## config.mk

```make
export PLATFORM = sky130hd
export DESIGN_NAME = dbd_decoder
export DESIGN_NICKNAME = d
export VERILOG_FILES = /design/src/hdl/dbd_pkg.sv /design/src/hdl/dbd_ahb_slave.sv /design/src/hdl/dbd_addr_mode.sv /design/src/hdl/dbd_decoder.sv
export SDC_FILE = /design/constraint.sdc
export NUM_CORES = 1
export LEC_CHECK = 0
export ABC_AREA = 1
export BUFFER_PORTS_ARGS = -buffer_cell sky130_fd_sc_hd__buf_2
export CAP_MARGIN = 10
export CORE_MARGIN = 2
export CORE_UTILIZATION = 50
export DETAILED_ROUTE_END_ITERATION = 6
export GPL_ROUTABILITY_DRIVEN = 0
export PLACE_DENSITY = 0.77
export SLEW_MARGIN = 20
export SYNTH_ARGS = -nofsm -noshare
export SYNTH_HDL_FRONTEND = slang
export SYNTH_SLANG_ARGS = --single-unit
```

## constraint.sdc

```tcl
create_clock -name CLK -period 2 [get_ports CLK]
set_input_delay 0.1 -clock CLK [delete_from_list [all_inputs] [get_ports CLK]]
set_output_delay 0.1 -clock CLK [all_outputs]
set_load 0.01 [all_outputs]
```

## src/hdl/dbd_pkg.sv

```systemverilog
// constants, register map, opcodes and types of the branch/io/control decoder
// Operation
// - upper byte F7 is branch_no_overflow, taken without overflow, F0 branch_on_overflow, taken on overflow
// - upper byte F5 is branch_nonzero, F6 branch_zero; both are two words
// - upper byte FD copies data to data, FC program to data; two words
// - upper byte 56 is data_word_move; operand address from the low byte
// - word CE0E or CE0F is serial_format_set; bit 0 loads the format
// - nibble 8 is port input, E port output; next nibble picks the port
// - CE36 clears frame sync mode, CE37 sets it
// - CE20 clears transmit mode, CE21 sets it
// - upper byte 57 tests a bit whose position comes from the T register
// - CE04 maps the memory block to data space, CE05 to program space
// - upper byte 50 loads status register zero, 51 status register one
// - upper byte 78 stores status register zero, 79 status register one
// - CE1D pops stack into low accumulator; upper byte 7A pops to memory
// - CE1C pushes low accumulator; upper byte 54 pushes a memory word
// - upper byte 4B repeats from memory, CB from the immediate low byte
package dbd_pkg;

  // register map, byte addresses
  localparam logic [7:0]  REG_CTRL_OFS  = 8'h00;
  localparam logic [7:0]  REG_MODE_OFS  = 8'h04;
  localparam logic [7:0]  REG_LAST_OFS  = 8'h08;
  localparam logic [7:0]  REG_COUNT_OFS = 8'h0C;

  localparam int          CTRL_EN_BIT   = 0;
  localparam int          CTRL_CLR_BIT  = 1;
  localparam logic [1:0]  CTRL_RST      = 2'h1;

  localparam int          MODE_FMT_BIT  = 0;
  localparam int          MODE_FSM_BIT  = 1;
  localparam int          MODE_TXM_BIT  = 2;
  localparam int          MODE_CFG_BIT  = 3;
  localparam logic [3:0]  MODE_RST      = 4'h0;

  // opcode upper bytes
  localparam logic [7:0]  UB_BR_NO_OV   = 8'hF7;
  localparam logic [7:0]  UB_BR_ON_OV   = 8'hF0;
  localparam logic [7:0]  UB_BR_NZ      = 8'hF5;
  localparam logic [7:0]  UB_BR_Z       = 8'hF6;
  localparam logic [7:0]  UB_BLK_DD     = 8'hFD;
  localparam logic [7:0]  UB_BLK_PD     = 8'hFC;
  localparam logic [7:0]  UB_DMOVE      = 8'h56;
  localparam logic [7:0]  UB_BTRG       = 8'h57;
  localparam logic [7:0]  UB_SR0_LD     = 8'h50;
  localparam logic [7:0]  UB_SR1_LD     = 8'h51;
  localparam logic [7:0]  UB_SR0_SV     = 8'h78;
  localparam logic [7:0]  UB_SR1_SV     = 8'h79;
  localparam logic [7:0]  UB_POP_MEM    = 8'h7A;
  localparam logic [7:0]  UB_PUSH_MEM   = 8'h54;
  localparam logic [7:0]  UB_REP_MEM    = 8'h4B;
  localparam logic [7:0]  UB_REP_IMM    = 8'hCB;
  localparam logic [7:0]  UB_PREFIX     = 8'hCE;
  localparam logic [3:0]  NB_PORT_IN    = 4'h8;
  localparam logic [3:0]  NB_PORT_OUT   = 4'hE;

  // low bytes under the prefix
  localparam logic [6:0]  LB_FORMAT_HI  = 7'h07;
  localparam logic [7:0]  LB_FSM_CLR    = 8'h36;
  localparam logic [7:0]  LB_FSM_SET    = 8'h37;
  localparam logic [7:0]  LB_TXM_CLR    = 8'h20;
  localparam logic [7:0]  LB_TXM_SET    = 8'h21;
  localparam logic [7:0]  LB_CFG_DATA   = 8'h04;
  localparam logic [7:0]  LB_CFG_PROG   = 8'h05;
  localparam logic [7:0]  LB_POP_ACC    = 8'h1D;
  localparam logic [7:0]  LB_PUSH_ACC   = 8'h1C;

  localparam logic [1:0]  PC_INC_ONE    = 2'h1;
  localparam logic [1:0]  PC_INC_TWO    = 2'h2;

  typedef enum logic [4:0] {
    OP_NONE, OP_BRANCH_NO_OVERFLOW, OP_BRANCH_ON_OVERFLOW, OP_BRANCH_NONZERO,
    OP_BRANCH_ZERO, OP_BLOCK_COPY_DATA_TO_DATA, OP_BLOCK_COPY_PROG_TO_DATA,
    OP_DATA_WORD_MOVE, OP_SERIAL_FORMAT_SET, OP_PORT_INPUT, OP_PORT_OUTPUT,
    OP_FRAME_SYNC_MODE_CLEAR, OP_FRAME_SYNC_MODE_SET, OP_TRANSMIT_MODE_CLEAR,
    OP_TRANSMIT_MODE_SET, OP_BIT_TEST_BY_TREG, OP_BLOCK_TO_DATA_SPACE,
    OP_BLOCK_TO_PROGRAM_SPACE, OP_STATUS0_LOAD, OP_STATUS1_LOAD, OP_STATUS0_STORE,
    OP_STATUS1_STORE, OP_STACK_POP_TO_ACC, OP_STACK_POP_TO_MEM, OP_STACK_PUSH_ACC,
    OP_STACK_PUSH_MEM, OP_REPEAT_FROM_MEM, OP_REPEAT_FROM_IMMEDIATE
  } dbd_op_type;

  typedef enum logic {
    ST_OPCODE  = 1'b0,
    ST_EXTWORD = 1'b1
  } dbd_state_type;

endpackage

```

## src/hdl/dbd_ahb_slave.sv

```systemverilog
// zero-wait AHB-Lite slave front end for the decoder registers
module dbd_ahb_slave
  import dbd_pkg::*;
(
  // clock and reset
  input  wire logic        clk,
  input  wire logic        rst_n,
  // bus
  input  wire logic        hsel,
  input  wire logic [7:0]  haddr,
  input  wire logic [1:0]  htrans,
  input  wire logic        hwrite,
  input  wire logic [31:0] hwdata,
  input  wire logic        hready,
  output logic      [31:0] hrdata,
  output logic             hreadyout,
  output logic             hresp,
  // register side
  output logic      [7:0]  rd_addr,
  input  wire logic [31:0] rd_data,
  output logic             wr_en,
  output logic      [7:0]  wr_addr,
  output logic      [31:0] wr_data
);

  logic        wr_pend_r, wr_pend_nxt;
  logic [7:0]  addr_r,    addr_nxt;
  logic [31:0] rdata_r,   rdata_nxt;
  logic        addr_phase;

  // read data sampled at the address phase so it leaves a flip-flop
  always_comb begin
    addr_phase  = hsel && htrans[1] && hready;
    wr_pend_nxt = addr_phase && hwrite;
    addr_nxt    = addr_phase ? haddr : addr_r;
    rdata_nxt   = (addr_phase && !hwrite) ? rd_data : rdata_r;
  end

  always_ff @(posedge clk or negedge rst_n) begin
    if (!rst_n) begin
      wr_pend_r <= 1'b0;
      addr_r    <= 8'h00;
      rdata_r   <= 32'h0000_0000;
    end else begin
      wr_pend_r <= wr_pend_nxt;
      addr_r    <= addr_nxt;
      rdata_r   <= rdata_nxt;
    end
  end

  assign rd_addr   = haddr;
  assign wr_en     = wr_pend_r;
  assign wr_addr   = addr_r;
  assign wr_data   = hwdata;
  assign hrdata    = rdata_r;
  assign hreadyout = 1'b1;
  assign hresp     = 1'b0;

endmodule

```

## src/hdl/dbd_addr_mode.sv

```systemverilog
// direct or indirect operand addressing split of an opcode low byte, for single-word and held two-word opcodes
module dbd_addr_mode (
  // opcode low byte
  input  wire logic [7:0] low_byte,
  // decoded addressing
  output logic            indirect,
  output logic      [6:0] operand
);

  always_comb begin
    indirect = low_byte[7];
    operand  = low_byte[6:0];
  end

endmodule

```

## src/hdl/dbd_decoder.sv

```systemverilog
// branch, move, port, serial-mode and control opcode decoder with register slave
module dbd_decoder
  import dbd_pkg::*;
(
  // clock and reset
  input  wire logic        CLK,
  input  wire logic        RST_N,
  // register bus
  input  wire logic        HSEL,
  input  wire logic [7:0]  HADDR,
  input  wire logic [1:0]  HTRANS,
  input  wire logic        HWRITE,
  input  wire logic [2:0]  HSIZE,
  input  wire logic [31:0] HWDATA,
  input  wire logic        HREADY,
  output logic      [31:0] HRDATA,
  output logic             HREADYOUT,
  output logic             HRESP,
  // instruction words from program memory
  input  wire logic [15:0] IWORD,
  input  wire logic        IWORD_VALID,
  output logic             IWORD_READY,
  // datapath conditions
  input  wire logic        OV_FLAG,
  input  wire logic        ACC_ZERO,
  input  wire logic [3:0]  TREG_BIT,
  // decoded controls
  output logic             DEC_VALID,
  output logic      [4:0]  DEC_OP,
  output logic      [1:0]  DEC_PC_INC,
  output logic      [15:0] DEC_EXT_WORD,
  output logic             DEC_INDIRECT,
  output logic      [6:0]  DEC_OPERAND,
  output logic      [3:0]  DEC_PORT,
  output logic      [7:0]  DEC_IMM,
  output logic      [3:0]  DEC_BIT_SEL,
  output logic             BRANCH_TAKE,
  output logic             REPEAT_LOAD,
  // serial port and memory modes
  output logic             SERIAL_FORMAT,
  output logic             FRAME_SYNC_MODE,
  output logic             TRANSMIT_MODE,
  output logic             BLOCK_PROGRAM_SPACE
);

  // bus side
  logic [7:0]    rd_addr;
  logic [31:0]   rd_data;
  logic          wr_en;
  logic [7:0]    wr_addr;
  logic [31:0]   wr_data;

  // register state
  logic [1:0]    ctrl_r,     ctrl_nxt;
  logic [3:0]    mode_r,     mode_nxt;
  logic [31:0]   count_r,    count_nxt;

  // sequencing
  dbd_state_type state_r,    state_nxt;
  dbd_op_type    hold_op_r,  hold_op_nxt;
  logic [15:0]   hold_word_r, hold_word_nxt;

  // decoded outputs
  logic          valid_r,    valid_nxt;
  dbd_op_type    op_r,       op_nxt;
  logic [1:0]    inc_r,      inc_nxt;
  logic [15:0]   ext_r,      ext_nxt;
  logic          ind_r,      ind_nxt;
  logic [6:0]    oper_r,     oper_nxt;
  logic [3:0]    port_r,     port_nxt;
  logic [7:0]    imm_r,      imm_nxt;
  logic [3:0]    bitsel_r,   bitsel_nxt;
  logic          take_r,     take_nxt;
  logic          rep_r,      rep_nxt;

  // combinational helpers
  logic          accept;
  logic          am_indirect;
  logic [6:0]    am_operand;
  dbd_op_type    word_op;
  logic          word_two;
  logic [7:0]    ub;
  logic [7:0]    lb;

  dbd_ahb_slave u_slave (
    .clk       (CLK),
    .rst_n     (RST_N),
    .hsel      (HSEL),
    .haddr     (HADDR),
    .htrans    (HTRANS),
    .hwrite    (HWRITE),
    .hwdata    (HWDATA),
    .hready    (HREADY),
    .hrdata    (HRDATA),
    .hreadyout (HREADYOUT),
    .hresp     (HRESP),
    .rd_addr   (rd_addr),
    .rd_data   (rd_data),
    .wr_en     (wr_en),
    .wr_addr   (wr_addr),
    .wr_data   (wr_data)
  );

  // held opcode low byte in the extension state, else the incoming one
  dbd_addr_mode u_addr (
    .low_byte (state_r == ST_EXTWORD ? hold_word_r[7:0] : IWORD[7:0]),
    .indirect (am_indirect),
    .operand  (am_operand)
  );

  assign ub          = IWORD[15:8];
  assign lb          = IWORD[7:0];
  // disabling the decoder stalls program memory instead of dropping words
  assign IWORD_READY = ctrl_r[CTRL_EN_BIT];
  assign accept      = IWORD_VALID && IWORD_READY;

  // classify one incoming opcode word
  always_comb begin
    word_op  = OP_NONE;
    word_two = 1'b0;
    if (ub == UB_PREFIX) begin
      if (lb[7:1] == LB_FORMAT_HI) word_op = OP_SERIAL_FORMAT_SET;
      else if (lb == LB_FSM_CLR) word_op = OP_FRAME_SYNC_MODE_CLEAR;
      else if (lb == LB_FSM_SET) word_op = OP_FRAME_SYNC_MODE_SET;
      else if (lb == LB_TXM_CLR) word_op = OP_TRANSMIT_MODE_CLEAR;
      else if (lb == LB_TXM_SET) word_op = OP_TRANSMIT_MODE_SET;
      else if (lb == LB_CFG_DATA) word_op = OP_BLOCK_TO_DATA_SPACE;
      else if (lb == LB_CFG_PROG) word_op = OP_BLOCK_TO_PROGRAM_SPACE;
      else if (lb == LB_POP_ACC) word_op = OP_STACK_POP_TO_ACC;
      else if (lb == LB_PUSH_ACC) word_op = OP_STACK_PUSH_ACC;
    end else if (IWORD[15:12] == NB_PORT_IN) begin
      word_op = OP_PORT_INPUT;
    end else if (IWORD[15:12] == NB_PORT_OUT) begin
      word_op = OP_PORT_OUTPUT;
    end else begin
      unique case (ub)
        UB_BR_NO_OV: word_op = OP_BRANCH_NO_OVERFLOW;
        UB_BR_ON_OV: word_op = OP_BRANCH_ON_OVERFLOW;
        UB_BR_NZ:    word_op = OP_BRANCH_NONZERO;
        UB_BR_Z:     word_op = OP_BRANCH_ZERO;
        UB_BLK_DD:   word_op = OP_BLOCK_COPY_DATA_TO_DATA;
        UB_BLK_PD:   word_op = OP_BLOCK_COPY_PROG_TO_DATA;
        UB_DMOVE:    word_op = OP_DATA_WORD_MOVE;
        UB_BTRG:     word_op = OP_BIT_TEST_BY_TREG;
        UB_SR0_LD:   word_op = OP_STATUS0_LOAD;
        UB_SR1_LD:   word_op = OP_STATUS1_LOAD;
        UB_SR0_SV:   word_op = OP_STATUS0_STORE;
        UB_SR1_SV:   word_op = OP_STATUS1_STORE;
        UB_POP_MEM:  word_op = OP_STACK_POP_TO_MEM;
        UB_PUSH_MEM: word_op = OP_STACK_PUSH_MEM;
        UB_REP_MEM:  word_op = OP_REPEAT_FROM_MEM;
        UB_REP_IMM:  word_op = OP_REPEAT_FROM_IMMEDIATE;
        default:     word_op = OP_NONE;
      endcase
    end
    word_two = (word_op inside {OP_BRANCH_NO_OVERFLOW, OP_BRANCH_ON_OVERFLOW,
                                OP_BRANCH_NONZERO, OP_BRANCH_ZERO,
                                OP_BLOCK_COPY_DATA_TO_DATA,
                                OP_BLOCK_COPY_PROG_TO_DATA});
  end

  // sequencing and decoded outputs
  always_comb begin
    state_nxt     = state_r;
    hold_op_nxt   = hold_op_r;
    hold_word_nxt = hold_word_r;
    valid_nxt     = 1'b0;
    op_nxt        = op_r;
    inc_nxt       = inc_r;
    ext_nxt       = ext_r;
    ind_nxt       = ind_r;
    oper_nxt      = oper_r;
    port_nxt      = port_r;
    imm_nxt       = imm_r;
    bitsel_nxt    = bitsel_r;
    take_nxt      = 1'b0;
    rep_nxt       = 1'b0;
    mode_nxt      = mode_r;
    unique case (state_r)
      ST_OPCODE: begin
        if (accept && word_two) begin
          state_nxt     = ST_EXTWORD;
          hold_op_nxt   = word_op;
          hold_word_nxt = IWORD;
        end else if (accept) begin
          valid_nxt  = 1'b1;
          op_nxt     = word_op;
          inc_nxt    = PC_INC_ONE;
          ext_nxt    = 16'h0000;
          ind_nxt    = am_indirect;
          oper_nxt   = am_operand;
          port_nxt   = IWORD[11:8];
          imm_nxt    = lb;
          bitsel_nxt = TREG_BIT;
          rep_nxt    = word_op inside {OP_REPEAT_FROM_MEM, OP_REPEAT_FROM_IMMEDIATE};
          unique case (word_op)
            OP_SERIAL_FORMAT_SET:      mode_nxt[MODE_FMT_BIT] = IWORD[0];
            OP_FRAME_SYNC_MODE_CLEAR:  mode_nxt[MODE_FSM_BIT] = 1'b0;
            OP_FRAME_SYNC_MODE_SET:    mode_nxt[MODE_FSM_BIT] = 1'b1;
            OP_TRANSMIT_MODE_CLEAR:    mode_nxt[MODE_TXM_BIT] = 1'b0;
            OP_TRANSMIT_MODE_SET:      mode_nxt[MODE_TXM_BIT] = 1'b1;
            OP_BLOCK_TO_DATA_SPACE:    mode_nxt[MODE_CFG_BIT] = 1'b0;
            OP_BLOCK_TO_PROGRAM_SPACE: mode_nxt[MODE_CFG_BIT] = 1'b1;
            default:                   mode_nxt = mode_r;
          endcase
        end
      end
      ST_EXTWORD: begin
        if (accept) begin
          state_nxt  = ST_OPCODE;
          valid_nxt  = 1'b1;
          op_nxt     = hold_op_r;
          inc_nxt    = PC_INC_TWO;
          ext_nxt    = IWORD;
          ind_nxt    = am_indirect;
          oper_nxt   = am_operand;
          port_nxt   = 4'h0;
          imm_nxt    = hold_word_r[7:0];
          bitsel_nxt = 4'h0;
          unique case (hold_op_r)
            OP_BRANCH_NO_OVERFLOW: take_nxt = !OV_FLAG;
            OP_BRANCH_ON_OVERFLOW: take_nxt = OV_FLAG;
            OP_BRANCH_NONZERO:     take_nxt = !ACC_ZERO;
            OP_BRANCH_ZERO:        take_nxt = ACC_ZERO;
            default:               take_nxt = 1'b0;
          endcase
        end
      end
    endcase
  end

  // register writes; a decode in a software clear cycle restarts the count at one
  always_comb begin
    ctrl_nxt  = ctrl_r;
    count_nxt = count_r;
    ctrl_nxt[CTRL_CLR_BIT] = 1'b0;
    if (wr_en && wr_addr == REG_CTRL_OFS) begin
      ctrl_nxt = wr_data[1:0];
    end
    if (ctrl_r[CTRL_CLR_BIT]) begin
      count_nxt = 32'h0000_0000;
    end
    if (valid_nxt) begin
      count_nxt = (ctrl_r[CTRL_CLR_BIT] ? 32'h0000_0000 : count_r) + 32'h0000_0001;
    end
  end

  // read mux; unmapped offsets read zero
  always_comb begin
    rd_data = 32'h0000_0000;
    unique case (rd_addr)
      REG_CTRL_OFS:  rd_data = {30'h0000_0000, 1'b0, ctrl_r[CTRL_EN_BIT]};
      REG_MODE_OFS:  rd_data = {28'h000_0000, mode_r};
      REG_LAST_OFS:  rd_data = {ext_r, 2'h0, inc_r, state_r, op_r, 6'h00};
      REG_COUNT_OFS: rd_data = count_r;
      default:       rd_data = 32'h0000_0000;
    endcase
  end

  always_ff @(posedge CLK or negedge RST_N) begin
    if (!RST_N) begin
      ctrl_r      <= CTRL_RST;
      mode_r      <= MODE_RST;
      count_r     <= 32'h0000_0000;
      state_r     <= ST_OPCODE;
      hold_op_r   <= OP_NONE;
      hold_word_r <= 16'h0000;
      valid_r     <= 1'b0;
      op_r        <= OP_NONE;
      inc_r       <= 2'h0;
      ext_r       <= 16'h0000;
      ind_r       <= 1'b0;
      oper_r      <= 7'h00;
      port_r      <= 4'h0;
      imm_r       <= 8'h00;
      bitsel_r    <= 4'h0;
      take_r      <= 1'b0;
      rep_r       <= 1'b0;
    end else begin
      ctrl_r      <= ctrl_nxt;
      mode_r      <= mode_nxt;
      count_r     <= count_nxt;
      state_r     <= state_nxt;
      hold_op_r   <= hold_op_nxt;
      hold_word_r <= hold_word_nxt;
      valid_r     <= valid_nxt;
      op_r        <= op_nxt;
      inc_r       <= inc_nxt;
      ext_r       <= ext_nxt;
      ind_r       <= ind_nxt;
      oper_r      <= oper_nxt;
      port_r      <= port_nxt;
      imm_r       <= imm_nxt;
      bitsel_r    <= bitsel_nxt;
      take_r      <= take_nxt;
      rep_r       <= rep_nxt;
    end
  end

  assign DEC_VALID           = valid_r;
  assign DEC_OP              = op_r;
  assign DEC_PC_INC          = inc_r;
  assign DEC_EXT_WORD        = ext_r;
  assign DEC_INDIRECT        = ind_r;
  assign DEC_OPERAND         = oper_r;
  assign DEC_PORT            = port_r;
  assign DEC_IMM             = imm_r;
  assign DEC_BIT_SEL         = bitsel_r;
  assign BRANCH_TAKE         = take_r;
  assign REPEAT_LOAD         = rep_r;
  assign SERIAL_FORMAT       = mode_r[MODE_FMT_BIT];
  assign FRAME_SYNC_MODE     = mode_r[MODE_FSM_BIT];
  assign TRANSMIT_MODE       = mode_r[MODE_TXM_BIT];
  assign BLOCK_PROGRAM_SPACE = mode_r[MODE_CFG_BIT];

  // checks
  chk_ov_branch: assert property (@(posedge CLK) disable iff (!RST_N)
    (state_r == ST_EXTWORD && accept && hold_op_r == OP_BRANCH_NO_OVERFLOW)
    |=> (DEC_VALID && BRANCH_TAKE == !$past(OV_FLAG)))
    else $error("no-overflow branch took the wrong decision");

  chk_zero_branch: assert property (@(posedge CLK) disable iff (!RST_N)
    (state_r == ST_EXTWORD && accept && hold_op_r == OP_BRANCH_ZERO)
    |=> (DEC_VALID && BRANCH_TAKE == $past(ACC_ZERO)))
    else $error("zero branch took the wrong decision");

  chk_two_word_pc: assert property (@(posedge CLK) disable iff (!RST_N)
    (state_r == ST_OPCODE && accept && word_two)
    ##1 (!DEC_VALID && state_r == ST_EXTWORD && accept)
    |=> (DEC_VALID && DEC_PC_INC == PC_INC_TWO && DEC_EXT_WORD == $past(IWORD)))
    else $error("two-word opcode did not advance by two");

  chk_format_load: assert property (@(posedge CLK) disable iff (!RST_N)
    (state_r == ST_OPCODE && accept && ub == UB_PREFIX && lb[7:1] == LB_FORMAT_HI)
    |=> (SERIAL_FORMAT == $past(IWORD[0]) && DEC_PC_INC == PC_INC_ONE))
    else $error("serial format not loaded from bit zero");

  chk_port_select: assert property (@(posedge CLK) disable iff (!RST_N)
    (state_r == ST_OPCODE && accept && IWORD[15:12] == NB_PORT_OUT)
    |=> (DEC_OP == OP_PORT_OUTPUT && DEC_PORT == $past(IWORD[11:8])))
    else $error("port output decoded with the wrong port");

  chk_frame_sync: assert property (@(posedge CLK) disable iff (!RST_N)
    (state_r == ST_OPCODE && accept && ub == UB_PREFIX && lb == LB_FSM_SET)
    |=> FRAME_SYNC_MODE ##1 (FRAME_SYNC_MODE || $past(accept)))
    else $error("frame sync mode not set");

  chk_transmit_clr: assert property (@(posedge CLK) disable iff (!RST_N)
    (state_r == ST_OPCODE && accept && ub == UB_PREFIX && lb == LB_TXM_CLR)
    |=> (!TRANSMIT_MODE && DEC_OP == OP_TRANSMIT_MODE_CLEAR))
    else $error("transmit mode not cleared");

  chk_bit_treg: assert property (@(posedge CLK) disable iff (!RST_N)
    (state_r == ST_OPCODE && accept && ub == UB_BTRG)
    |=> (DEC_BIT_SEL == $past(TREG_BIT) && DEC_OPERAND == $past(IWORD[6:0])))
    else $error("bit test position not taken from T register");

  chk_block_space: assert property (@(posedge CLK) disable iff (!RST_N)
    (state_r == ST_OPCODE && accept && ub == UB_PREFIX && lb == LB_CFG_PROG)
    |=> BLOCK_PROGRAM_SPACE)
    else $error("memory block not moved to program space");

  chk_repeat_imm: assert property (@(posedge CLK) disable iff (!RST_N)
    (state_r == ST_OPCODE && accept && ub == UB_REP_IMM)
    |=> (REPEAT_LOAD && DEC_IMM == $past(lb)) ##1 (!REPEAT_LOAD || $past(accept)))
    else $error("immediate repeat count not loaded");

  chk_indirect_bit: assert property (@(posedge CLK) disable iff (!RST_N)
    (state_r == ST_OPCODE && accept && !word_two)
    |=> (DEC_INDIRECT == $past(IWORD[7])))
    else $error("addressing mode does not follow bit seven");

endmodule

```

==> results of run 1 <==
-- logic make-up after synthesis --
kind of cell               share of synthesized area
other                                        0.00102
muxes                                        0.00920
xor gates and xnor gates                      0.0346
and+or+nand+nor                                0.283
DFF                                            0.487
AOI/OAI and AO/OA                             0.0932
buffers and inverters                         0.0897
adders and majority gates                    0.00170
-- layout by cell type (no fill, tap or decap), types with 4 or more instances in the layout --
cell	instances
inv_1	125
nand3_1	32
nor4_1	5
o21ai_0	26
dfrtp_1	141
buf_4	38
o21ai_1	21
inv_6	6
o22ai_1	41
dlygate4sd3_1	17
nor3_2	11
mux2_2	6
inv_2	5
xnor2_1	6
nand2_1	299
nor2_1	95
buf_2	124
nand2_2	8
nor2_4	10
a22oi_1	11
xor2_1	22
buf_12	4
nand4_1	13
a22o_1	4
nor2_2	20
nor3_1	8
clkbuf_16	17
-- stage by stage --
stage / cells / total power [uW]
3_3_place_gp: 1281 / 5210
5_1_grt: 1335 / 8740
2_1_floorplan: 964 / 4520
6_report: 1335 / 8340
3_5_place_dp: 1281 / 5250
4_1_cts: 1330 / 8250
-- registers in the layout, indices dropped and copies added (netlist names), 2 cells and up --
| signal | count |
|---|---|
| ctrl_r | 2 |
| hold_op_r | 5 |
| DEC_PORT | 4 |
| DEC_PC_INC | 2 |
| DEC_BIT_SEL | 4 |
| DEC_OPERAND | 7 |
| count_r | 32 |
| u_slave.hrdata | 32 |
| DEC_IMM | 8 |
| DEC_OP | 5 |
| u_slave.wr_addr | 8 |
| hold_word_r | 8 |
| mode_r | 4 |
| DEC_EXT_WORD | 16 |
-- layer usage --
layer	GRT usage	vias up
li1	-	3396
met1	0.348	3380
met2	0.452	352
met3	0.0569	66
met4	0.118	0
met5	0	-
-- report_power, final --
part	internal (uW)	total, uW	switching [uW]
sequential	3310	3570	261
clock	1620	2990	1370
combinational	657	1780	1120
-- layout make-up --
class                   instances  area, sq um  share of cell area
repair buffers                185         1180               0.126
inverters                     132          499              0.0533
flip-flops and latches        143         3580               0.383
clock inverters                15          124              0.0132
well taps                     184          230              0.0246
multi-input cells             659         3320               0.355
clock buffers                  17          425              0.0455
-- what timing repair did --
| action | 4_1_cts | 5_1_grt |
|---|---|---|
| endpoints found under the hold margin | 66 | 0 |
| pin swaps | 0 | 15 |
| hold buffers | 17 | 0 |
| endpoints found under the setup margin | 6 | 22 |
| gates resized for setup | 4 | 57 |
| setup buffers | 0 | 5 |
-- worst max-delay path: cells and delay by family, from the launching register on --
kind                   cells  cell delay, ns
AO/OA/AOI/OAI              1            0.06
XOR/XNOR                   1            0.14
buffers and inverters      2            0.36
flip-flops                 1            0.48
AND/OR/NAND/NOR            7            0.83
-- path summary, 6_finish.rpt --
check / slack (ns) / to
max: 0.004 / count_r[27]
min: 0.008 / DEC_OPERAND[3]
max reg2reg: 0.004 / count_r[27]
min reg2reg: 0.48 / DEC_IMM[1]
max in group asynchronous: 1.12 / DEC_PORT[1]
min in group asynchronous: 0.19 / count_r[3]
==> results.rst, run 1 <==
.. list-table::
   :header-rows: 1

   * - Metric
     - Value
   * - Status
     - completed
   * - Post-synthesis cell type count
     - 38
   * - Number of top-level design ports
     - between 150 and 200
   * - Number of max-slew violations in the final report
     - 0
   * - Final-report setup violation count
     - 0
   * - Synthesized instance count
     - 964
   * - Sort of element at the start of the critical path
     - flop
   * - Proportion of layout cells with a drive suffix above 1
     - 0.236
   * - Die Outline Area
     - 15700 sq um
   * - Clk sinks
     - 143
   * - Worst R2R Path Depth
     - 11
   * - CP endpoint kind
     - flop
   * - Number of synthesized flops with an enable pin
     - 0
   * - Ys flop type
     - dfrtp_1
   * - Startpoint of the most critical register-to-register path
     - ctrl_r[1]
   * - Main area contributors after synthesis
     - dfrtp_1 48%, nand2_1 16%, inv_1 6.5%
   * - Routed wire length
     - approximately 21000 um
   * - Delay of the slowest cell on the worst path
     - roughly 0.48 ns
   * - Total congestion overflow
     - 0
   * - RSZ-0062 raised after global routing
     - true
   * - Arrival time of data at the critical path endpoint
     - about 2.3 ns
   * - Worst Path Class, Setup
     - flop to flop
   * - Wire per inst
     - roughly 16 um
   * - Fraction of the yosys area taken by sequential cells
     - 0.487
   * - Critical Path Slowest Stage Cell
     - dfrtp_2
   * - Setup Total Neg Slack
     - 0 ns
   * - Syn Area/Cell
     - between 7 and 8 sq um
   * - Total of flip-flops plus latches after synthesis
     - 143
   * - Number of global-route vias before repair
     - 6952
   * - Starting Density
     - 0.509
   * - Worst clock skew
     - between 0.01 and 0.015 ns
   * - Worst hold start
     - IWORD[3]
   * - First-pass GRT wire length
     - 34200 um
   * - Fill count
     - between 1k and 1.5k
   * - Cell area after synthesis
     - 7350 sq um
   * - Row count
     - 44
   * - Worst-case clock buffer depth
     - 2
   * - Net count, final
     - approximately 1.2k
   * - Number of clock buffers inserted by TritonCTS
     - 17
   * - Worst-path fanout max
     - 18
   * - Amount of wire on met3 after detailed routing
     - between 1500 and 2000 um
   * - Most common library cells after synthesis
     - 307 x nand2_1, 142 x dfrtp_1, 128 x inv_1, 119 x nor2_1, 41 x o22ai_1
   * - Crit-path cells
     - buf_12 > buf_4 > nor2_2 > nand2_1 > nor2_2 > nand2_1 > nor2_1 > nand2_1 > xor2_1 > nand2_1 > o21ai_1
   * - Final critical-path required period
     - between 1.5 and 2 ns
   * - Maximum achievable frequency
     - about 500 MHz
   * - Number of buffer cells added on primary ports
     - about 130
   * - Clock slew at the register clock pins of the worst setup and hold paths
     - approximately 0.070 ns
   * - Classification of the worst-slack hold path
     - primary input to flop
   * - Power per Cell Area
     - roughly 890 nW/um^2
   * - Vias
     - 7194
   * - Post-route worst setup slack
     - ~0.0042 ns
   * - Die X-Extent
     - about 130 um
   * - Starting DRT DRC Count
     - just under 600
   * - Highest metal layer used by the detailed router
     - met4
   * - Std-Cell Core Area
     - between 10000 and 15000 sq um
   * - Pre-Repair DR Iteration Count
     - 5
   * - Most frequently used cell type in the post-synthesis netlist
     - nand2_1
   * - Diodes inserted
     - 0
   * - Most common cell type on the critical path
     - nand2_1
   * - Worst-Margin Slew
     - slightly above 0.5 ns
   * - Die height
     - approximately 130 um
   * - Hold Violations, Final
     - 0
   * - Max-cap violations
     - 0
   * - Synth-to-layout area growth
     - 27.4%
   * - Pre-CTS setup slack
     - -0.00274 ns
   * - DPL Wire Length
     - approximately 15000 um
   * - Instance area after placement
     - 8400 sq um
   * - Endpoint required time on the critical path
     - approximately 2.3 ns
   * - Static leakage
     - around 0.0050 uW
   * - Clock latency on the worst-skew pair
     - about 0.44 ns
   * - Slew Limit Headroom
     - 0.665
   * - Yosys warning count
     - 0
   * - Largest net degree at the start of global routing
     - 53
   * - Area of all placed cells without fillers
     - just over 9000 sq um
   * - Routed metal-1 wire length
     - 8490 um
   * - CTS tree
     - done
   * - Crit path from
     - ctrl_r[1]
   * - Cell chosen for the clock root
     - clkbuf_16
   * - Post-Route Utilization
     - 0.649
   * - Cell type with the highest aggregate area in the netlist
     - dfrtp_1
   * - Level count of the clock H-tree
     - 4
   * - Hold depth
     - 3
   * - Maximum vdd ir drop
     - 0.571 mV
   * - Final critical-path share of the clock period
     - 0.998
   * - Area share of the leading cell type in the synthesized netlist
     - 0.484
   * - Number of DRC violations after detailed routing
     - 0
   * - Via/cell ratio
     - around 5.4
   * - Initial antenna violation count
     - 0
   * - Post-synth ARST share
     - 1.00
   * - Met2 routed WL
     - ~11000 um
   * - Remaining antenna violation count
     - 0
   * - Synth Net Count
     - ~1.0k
   * - Hold slack
     - 0.00828 ns
   * - Overall track demand over capacity in global routing
     - 0.273
(Power assumes the default switching activity.)
==> run 2, diff against run 1 <==
--- a/config.mk
+++ b/config.mk
@@ -15,2 +15,3 @@
 export PLACE_DENSITY = 0.77
+export REMOVE_ABC_BUFFERS = 1
 export SLEW_MARGIN = 20
--- a/constraint.sdc
+++ b/constraint.sdc
@@ -3,2 +3,2 @@
 set_output_delay 0.1 -clock CLK [all_outputs]
-set_load 0.01 [all_outputs]
+set_load 0.1 [all_outputs]
==> run 2 against run 1 <==
Against the previous run:
- global-route usage is 0.11 points lower
- die area stayed put
- cell area is 0.41% lower
- total power is 17% higher
- count of clock-buffer cells in the layout is 2 higher
- non-clock buffer count is 6 higher
- combinational power is 80% higher
- clock power hardly changed
- largest cell class unchanged
- largest power group unchanged
==> results.rst, run 2 (synthesized netlist as in run 1, its figures left out) <==
.. list-table::
   :header-rows: 1

   * - Metric
     - Value
   * - Status
     - completed
   * - Endpoint required time on the critical path
     - 2.31 ns (about the same)
   * - Vias
     - 7109 (-1.2%)
   * - Starting DRT DRC Count
     - 555 (-5.6%)
   * - Max-cap violations
     - 0 (unchanged)
   * - Maximum achievable frequency
     - 500 MHz (-0.12%)
   * - Worst flop-to-flop path endpoint
     - count_r[30]
   * - Number of DRC violations after detailed routing
     - 0 (unchanged)
   * - Number of clock buffers inserted by TritonCTS
     - 17 (unchanged)
   * - Wire per inst
     - 15.6 um (-3.3%)
   * - Most common cell type on the critical path
     - nand2_1
   * - Arrival time of data at the critical path endpoint
     - 2.31 ns (about the same)
   * - Remaining antenna violation count
     - 0 (unchanged)
   * - Sort of element at the start of the critical path
     - flop
   * - Crit path from
     - ctrl_r[1]
   * - Reg-to-reg setup timing slack
     - 0.002 ns (about the same)
   * - Number of top-level design ports
     - 162 (unchanged)
   * - Final-report setup violation count
     - 0 (unchanged)
   * - Power per Cell Area
     - 1050 nW/um^2 (+18%)
   * - Clock latency on the worst-skew pair
     - 0.43 ns (about the same)
   * - Startpoint of the most critical register-to-register path
     - ctrl_r[1]
   * - Worst-path fanout max
     - 13 (-5)
   * - Setup Total Neg Slack
     - 0 ns (unchanged)
   * - Worst hold start
     - IWORD[14]
   * - Delay of the slowest cell on the worst path
     - 0.40 ns (-0.08 ns)
   * - Final critical-path share of the clock period
     - 0.999 (+0.00117)
   * - CP endpoint kind
     - flop
   * - Proportion of layout cells with a drive suffix above 1
     - 0.213 (-0.0228)
   * - Via/cell ratio
     - 5.30 (-1.6%)
   * - Number of stages on the worst setup path
     - 10 (-1)
   * - Pre-Repair DR Iteration Count
     - 5 (unchanged)
   * - Worst clock skew
     - 0.00994 ns (-0.000675 ns)
   * - Synth-to-layout area growth
     - 26.8%
   * - Number of global-route vias before repair
     - 6922 (-0.43%)
   * - Most common cell after layout, fill and taps aside
     - nand2_1
   * - Number of buffer cells added on primary ports
     - 125 (unchanged)
   * - Met2 usage
     - 0.449 (-0.00320)
   * - Routed wire length
     - 20900 um (-2.8%)
   * - CTS tree
     - done
   * - Static leakage
     - 0.00497 uW (about the same)
   * - Worst R2R Path Depth
     - 10 (-1)
   * - Level count of the clock H-tree
     - 4 (unchanged)
   * - Cell chosen for the clock root
     - clkbuf_16
   * - Met1 track utilization from global routing
     - 0.349 (+0.00157)
   * - GR peak layer
     - met2
   * - Crit-path cells
     - buf_4 > inv_1 > nand2_1 > nor2_1 > nand2_1 > nor4_1 > nand3_1 > xor2_1 > nand2_1 > o21ai_1
   * - Count of buffer and inverter cells on the critical path
     - 2 (unchanged)
   * - Diodes inserted
     - 0 (unchanged)
   * - Initial antenna violation count
     - 0 (unchanged)
   * - Most frequent cells in the layout
     - 306 x nand2_1, 142 x dfrtp_1, 128 x inv_1
   * - Hold Violations, Final
     - 0 (unchanged)
   * - Largest net degree at the start of global routing
     - 66 (+25%)
   * - Net count, final
     - 1218 (+0.50%)
   * - RSZ-0062 raised after global routing
     - true
   * - Hold slack
     - 0.0176 ns (+0.00934 ns)
   * - First-pass GRT wire length
     - 33900 um (-0.81%)
   * - Gate family responsible for the most delay along the worst path
     - simple AND/OR/NAND/NOR gates
   * - Die X-Extent
     - 125 um (unchanged)
   * - Final critical-path required period
     - 2.00 ns (+0.00235 ns)
   * - Total congestion overflow
     - 0 (unchanged)
   * - Clk sinks
     - 143 (unchanged)
   * - Row count
     - 44 (unchanged)
   * - Met3 Usage GRT
     - 0.0513 (-0.00556)
   * - Std-Cell Core Area
     - 14400 sq um (unchanged)
   * - Die height
     - 125 um (unchanged)
   * - Critical Path Slowest Stage Cell
     - dfrtp_1
   * - Number of max-slew violations in the final report
     - 0 (unchanged)
   * - Worst-case clock buffer depth
     - 2 (unchanged)
   * - Worst-Margin Slew
     - 0.650 ns (+0.146 ns)
   * - Starting Density
     - 0.509 (unchanged)
   * - Slew Limit Headroom
     - 0.567 (-0.0976)
   * - DPL Wire Length
     - 14800 um (-1.0%)
   * - Clock slew at the register clock pins of the worst setup and hold paths
     - 0.06 ns (about the same)
   * - Worst Path Class, Setup
     - flop to flop
   * - Worst setup path endpoint
     - count_r[30]
   * - Classification of the worst-slack hold path
     - primary input to flop
   * - Maximum vdd ir drop
     - 0.628 mV (+9.9%)
   * - Die Outline Area
     - 15700 sq um (unchanged)
   * - Overall track demand over capacity in global routing
     - 0.272 (-0.00107)
==> run 2: area by class of cell <==
| cell class | instances | area, sq um |
|---|---|---|
| fill | 1241 | 5100 |
| sequential | 143 | 3580 |
| multi-input combinational | 659 | 3230 |
| timing repair buffer | 191 | 1230 |
| inverter | 132 | 495 |
| clock buffer | 19 | 443 |
| tap | 184 | 230 |
| clock inverter | 13 | 114 |
==> run 2: worst min-delay path, stage by stage <==
cell and delay, ns:
buf_2 0.12, inv_1 0.09, o22ai_1 0.09
==> run 2: worst min-delay path by stage <==
stage | cells past startpoint | endpoint | slack, ns
2_1_floorplan | 0 | BRANCH_TAKE | -0.20
3_3_place_gp | 1 | u_slave.hrdata[30] | 0.14
3_5_place_dp | 1 | u_slave.hrdata[24] | 0.14
4_1_cts | 3 | DEC_EXT_WORD[14] | 0.01
5_1_grt | 3 | DEC_IMM[2] | 0.05
6_report | 3 | DEC_EXT_WORD[14] | 0.02
==> run 2: per-stage QoR <==
step,power [uW],area (sq um),cells,setup WS (ns),util
2_1_floorplan,5880,7180,934,-1.03,-
5_1_grt,10200,9320,1341,-0.104,0.646
4_1_cts,9740,9210,1341,0.0619,0.638
3_3_place_gp,6660,8420,1286,0.113,0.584
6_report,9790,9320,1341,0.00182,0.646
3_5_place_dp,6700,8420,1286,0.0643,0.584
==> run 2: metal layers <==
layer | routed length (um) | part of all wire | up-vias
met5 | 0 | 0 | -
met2 | 10300 | 0.49 | 303
li1 | - | - | 3414
met1 | 8600 | 0.41 | 3336
met4 | 647 | 0.031 | 0
met3 | 1350 | 0.065 | 56
==> run 2: repair_timing <==
action	in CTS	in global routing
hold endpoints to repair	89	0
setup buffers	0	0
resized for setup	0	30
hold buffers	23	0
endpoints found under the setup margin	0	24
==> run 2: power by group <==
group	internal [uW]	total (uW)	switching, uW
Sequential	3310	3570	261
Combinational	678	3210	2530
Clock	1740	3010	1270
==> run 3, diff against run 2 <==
Settings changed: PLACE_DENSITY 0.77 to 0.74.
Clock period 2 ns to 1.84 ns, I/O delays scaled along.
==> run 3 against run 2 <==
Against the previous run:
- global-route usage rose by 1.3 points
- largest power group unchanged
- die area did not move
- non-clock buffer count grew 47
- count of clock-buffer cells in the layout unchanged
- sequential cell count stayed put
- sequential share of layout area down 2.6 points
- sequential power up 9.0%
- first-iteration DRC count rose by 26%
- final cell count is 3.4% higher
- the flow now finishes with violations (negative setup slack)
- wire length up 10%
==> results.rst, run 3 (synthesized netlist as in run 1, its figures left out) <==
.. list-table::
   :header-rows: 1

   * - Metric
     - Value
   * - Met3 Usage GRT
     - 0.0454 (-0.00599)
   * - Std-Cell Core Area
     - 14400 sq um (unchanged)
   * - Starting DRT DRC Count
     - 701 (+26%)
   * - Placed instance count
     - 1321 (+2.7%)
   * - Number of DRC violations after detailed routing
     - 0 (unchanged)
   * - GR peak layer
     - met2
   * - Vias
     - 7487 (+5.3%)
   * - Worst Path Class, Setup
     - flop to flop
   * - Remaining antenna violation count
     - 0 (unchanged)
   * - Diodes inserted
     - 0 (unchanged)
   * - Delay of the slowest cell on the worst path
     - 0.45 ns (+0.05 ns)
   * - Endpoint required time on the critical path
     - 2.17 ns (-0.14 ns)
   * - Number of global-route vias before repair
     - 7054 (+1.9%)
   * - Critical Path Slowest Stage Cell
     - dfrtp_2
   * - CTS tree
     - done
   * - Worst-case hold path end point
     - mode_r[0]
   * - Net count, final
     - 1265 (+3.9%)
   * - Maximum vdd ir drop
     - 0.730 mV (+16%)
   * - Via/cell ratio
     - 5.40 (+1.8%)
   * - Number of standard cells in the final layout excluding fillers
     - 1387 (+3.4%)
   * - Worst flop-to-flop path endpoint
     - count_r[17]
   * - RSZ-0062 raised after global routing
     - true
   * - Number of buffer cells added on primary ports
     - 125 (unchanged)
   * - Hold Violations, Final
     - 0 (unchanged)
   * - Number of max-slew violations in the final report
     - 0 (unchanged)
   * - Post-route worst setup slack
     - -0.0652 ns (-0.0670 ns)
   * - Pre-CTS setup slack
     - -0.137 ns (-0.201 ns)
   * - Number of top-level design ports
     - 162 (unchanged)
   * - Initial antenna violation count
     - 0 (unchanged)
   * - Proportion of layout cells with a drive suffix above 1
     - 0.287 (+0.0733)
   * - DPL Wire Length
     - 15300 um (+3.8%)
   * - Worst clock skew
     - 0.00735 ns (-0.00259 ns)
   * - Wire per inst
     - 16.6 um (+6.8%)
   * - Classification of the worst-slack hold path
     - primary input to flop
   * - Arrival time of data at the critical path endpoint
     - 2.24 ns (-0.07 ns)
   * - Overall track demand over capacity in global routing
     - 0.285 (+0.0128)
   * - Routed wire length
     - 23100 um (+10%)
   * - Power per Cell Area
     - 1090 nW/um^2 (+3.5%)
   * - Worst-path fanout max
     - 13 (unchanged)
   * - Clk sinks
     - 143 (unchanged)
   * - Maximum achievable frequency
     - 525 MHz (+4.9%)
   * - Clock latency on the worst-skew pair
     - 0.43 ns (about the same)
   * - Final critical-path share of the clock period
     - 1.04 (+0.0364)
   * - Most common cell type on the critical path
     - buf_4
   * - Pre-Repair DR Iteration Count
     - 7 (+2)
   * - Startpoint of the most critical register-to-register path
     - ctrl_r[1]
   * - Hold depth
     - 3 (unchanged)
   * - First-pass GRT wire length
     - 35300 um (+4.3%)
   * - Max-cap violations
     - 0 (unchanged)
   * - Setup Total Neg Slack
     - -0.202 ns (-0.202 ns)
   * - Cell chosen for the clock root
     - clkbuf_16
   * - Reg-to-reg setup timing slack
     - -0.07 ns (-0.07 ns)
   * - Met2 usage
     - 0.456 (+0.00671)
   * - Worst hold start
     - IWORD[0]
   * - Worst-case clock buffer depth
     - 2 (unchanged)
   * - Sort of element at the start of the critical path
     - flop
   * - Met1 track utilization from global routing
     - 0.383 (+0.0340)
   * - Level count of the clock H-tree
     - 4 (unchanged)
   * - Die Outline Area
     - 15700 sq um (unchanged)
   * - Total congestion overflow
     - 0 (unchanged)
   * - Static leakage
     - 0.00530 uW (+6.6%)
   * - CP endpoint kind
     - flop
   * - Crit-path cells
     - buf_12 > nor2_2 > nand2_2 > nor3_4 > buf_4 > buf_4 > inv_1 > nor2_1 > nand2_1 > xor2_1
   * - Synth-to-layout area growth
     - 36.1%
   * - Largest net degree at the start of global routing
     - 51 (-23%)
   * - Worst R2R Path Depth
     - 10 (unchanged)
   * - Most frequent cells in the layout
     - 291 x nand2_1, 141 x dfrtp_1, 123 x inv_1
   * - Failing checks
     - negative setup slack
   * - Final-report setup violation count
     - 7 (+7)
   * - Row count
     - 44 (unchanged)
   * - Starting Density
     - 0.509 (unchanged)
   * - Number of clock buffers inserted by TritonCTS
     - 17 (unchanged)
   * - Die X-Extent
     - 125 um (unchanged)
   * - Clock slew at the register clock pins of the worst setup and hold paths
     - 0.06 ns (about the same)
   * - Most common cell after layout, fill and taps aside
     - nand2_1
   * - Status
     - complete, but fails checks
   * - Worst-Margin Slew
     - 0.531 ns (-0.119 ns)
   * - Slew Limit Headroom
     - 0.646 (+0.0792)
   * - Die height
     - 125 um (unchanged)
   * - Final critical-path required period
     - 1.91 ns (-0.0930 ns)
   * - Post-Route Utilization
     - 0.693 (+0.0469)
==> run 3: changes by cell type in the layout (fill, tap and decap cells not counted), sizes merged <==
cell | previous run | this run
buf | 168 | 212
clkinvlp | 2 | 5
clkbuf | 19 | 21
clkinv | 8 | 6
dlymetal6s4s | 0 | 2
bufinv | 1 | 0
dlygate4sd3 | 23 | 22
inv | 134 | 133
==> run 3: worst max path at each step <==
stage / from / end / slack, ns / cells after the start
after floorplan: ctrl_r[0] / mode_r[2] / -1.19 / 9
after global placement: ctrl_r[1] / count_r[28] / -0.05 / 11
after detailed placement: ctrl_r[1] / count_r[22] / -0.14 / 10
after CTS: ctrl_r[1] / count_r[22] / -0.005 / 10
after global routing: ctrl_r[1] / count_r[30] / -0.18 / 10
final: ctrl_r[1] / count_r[17] / -0.07 / 10
==> run 3: report_power, final <==
group	leakage, uW	internal, uW	switching [uW]
sequential	0.00187	3600	298
combinational	0.00318	918	2890
clock	0.000254	1790	1380
total	0.00530	6300	4570
==> run 3: area by class of cell <==
type / count / area [sq um]
Clock buffer: 19 / 453
Clock inverter: 12 / 87.6
Fill cell: 1123 / 4430
Inverter: 132 / 500
Multi-Input combinational cell: 659 / 3470
Sequential cell: 143 / 3580
Tap cell: 184 / 230
Timing Repair Buffer: 238 / 1680
==> run 3: routing by layer <==
| layer | wire length [um] | up-vias | part of all wire |
|---|---|---|---|
| li1 | - | 3511 | - |
| met4 | 902 | 0 | 0.039 |
| met3 | 1530 | 81 | 0.066 |
| met2 | 11100 | 359 | 0.48 |
| met1 | 9550 | 3536 | 0.41 |
| met5 | 0 | - | 0 |
==> run 3: what timing repair did <==
action / CTS / global route
resized for setup: 12 / 100
setup buffers: 0 / 9
pin swaps: 1 / 21
endpoints found under the hold margin: 73 / 0
hold buffers: 24 / 0
setup endpoints to repair: 9 / 91
gates cloned: 0 / 4
==> run 3: critical path: cells and delay by family (launching register included) <==
kind | cells | cell delay [ns]
xor+xnor | 1 | 0.19
buf+inv | 4 | 0.44
simple gates | 5 | 0.71
flops | 1 | 0.45
==> run 3: stage by stage <==
stage          power (uW)  hold slack [ns]  area (sq um)
6_report            10900           0.0204         10000
5_1_grt             11300           0.0271         10000
4_1_cts             10600          0.00844          9520
3_5_place_dp         7420           0.0804          8690
3_3_place_gp         7370           0.0814          8690
2_1_floorplan        6400           -0.204          7180
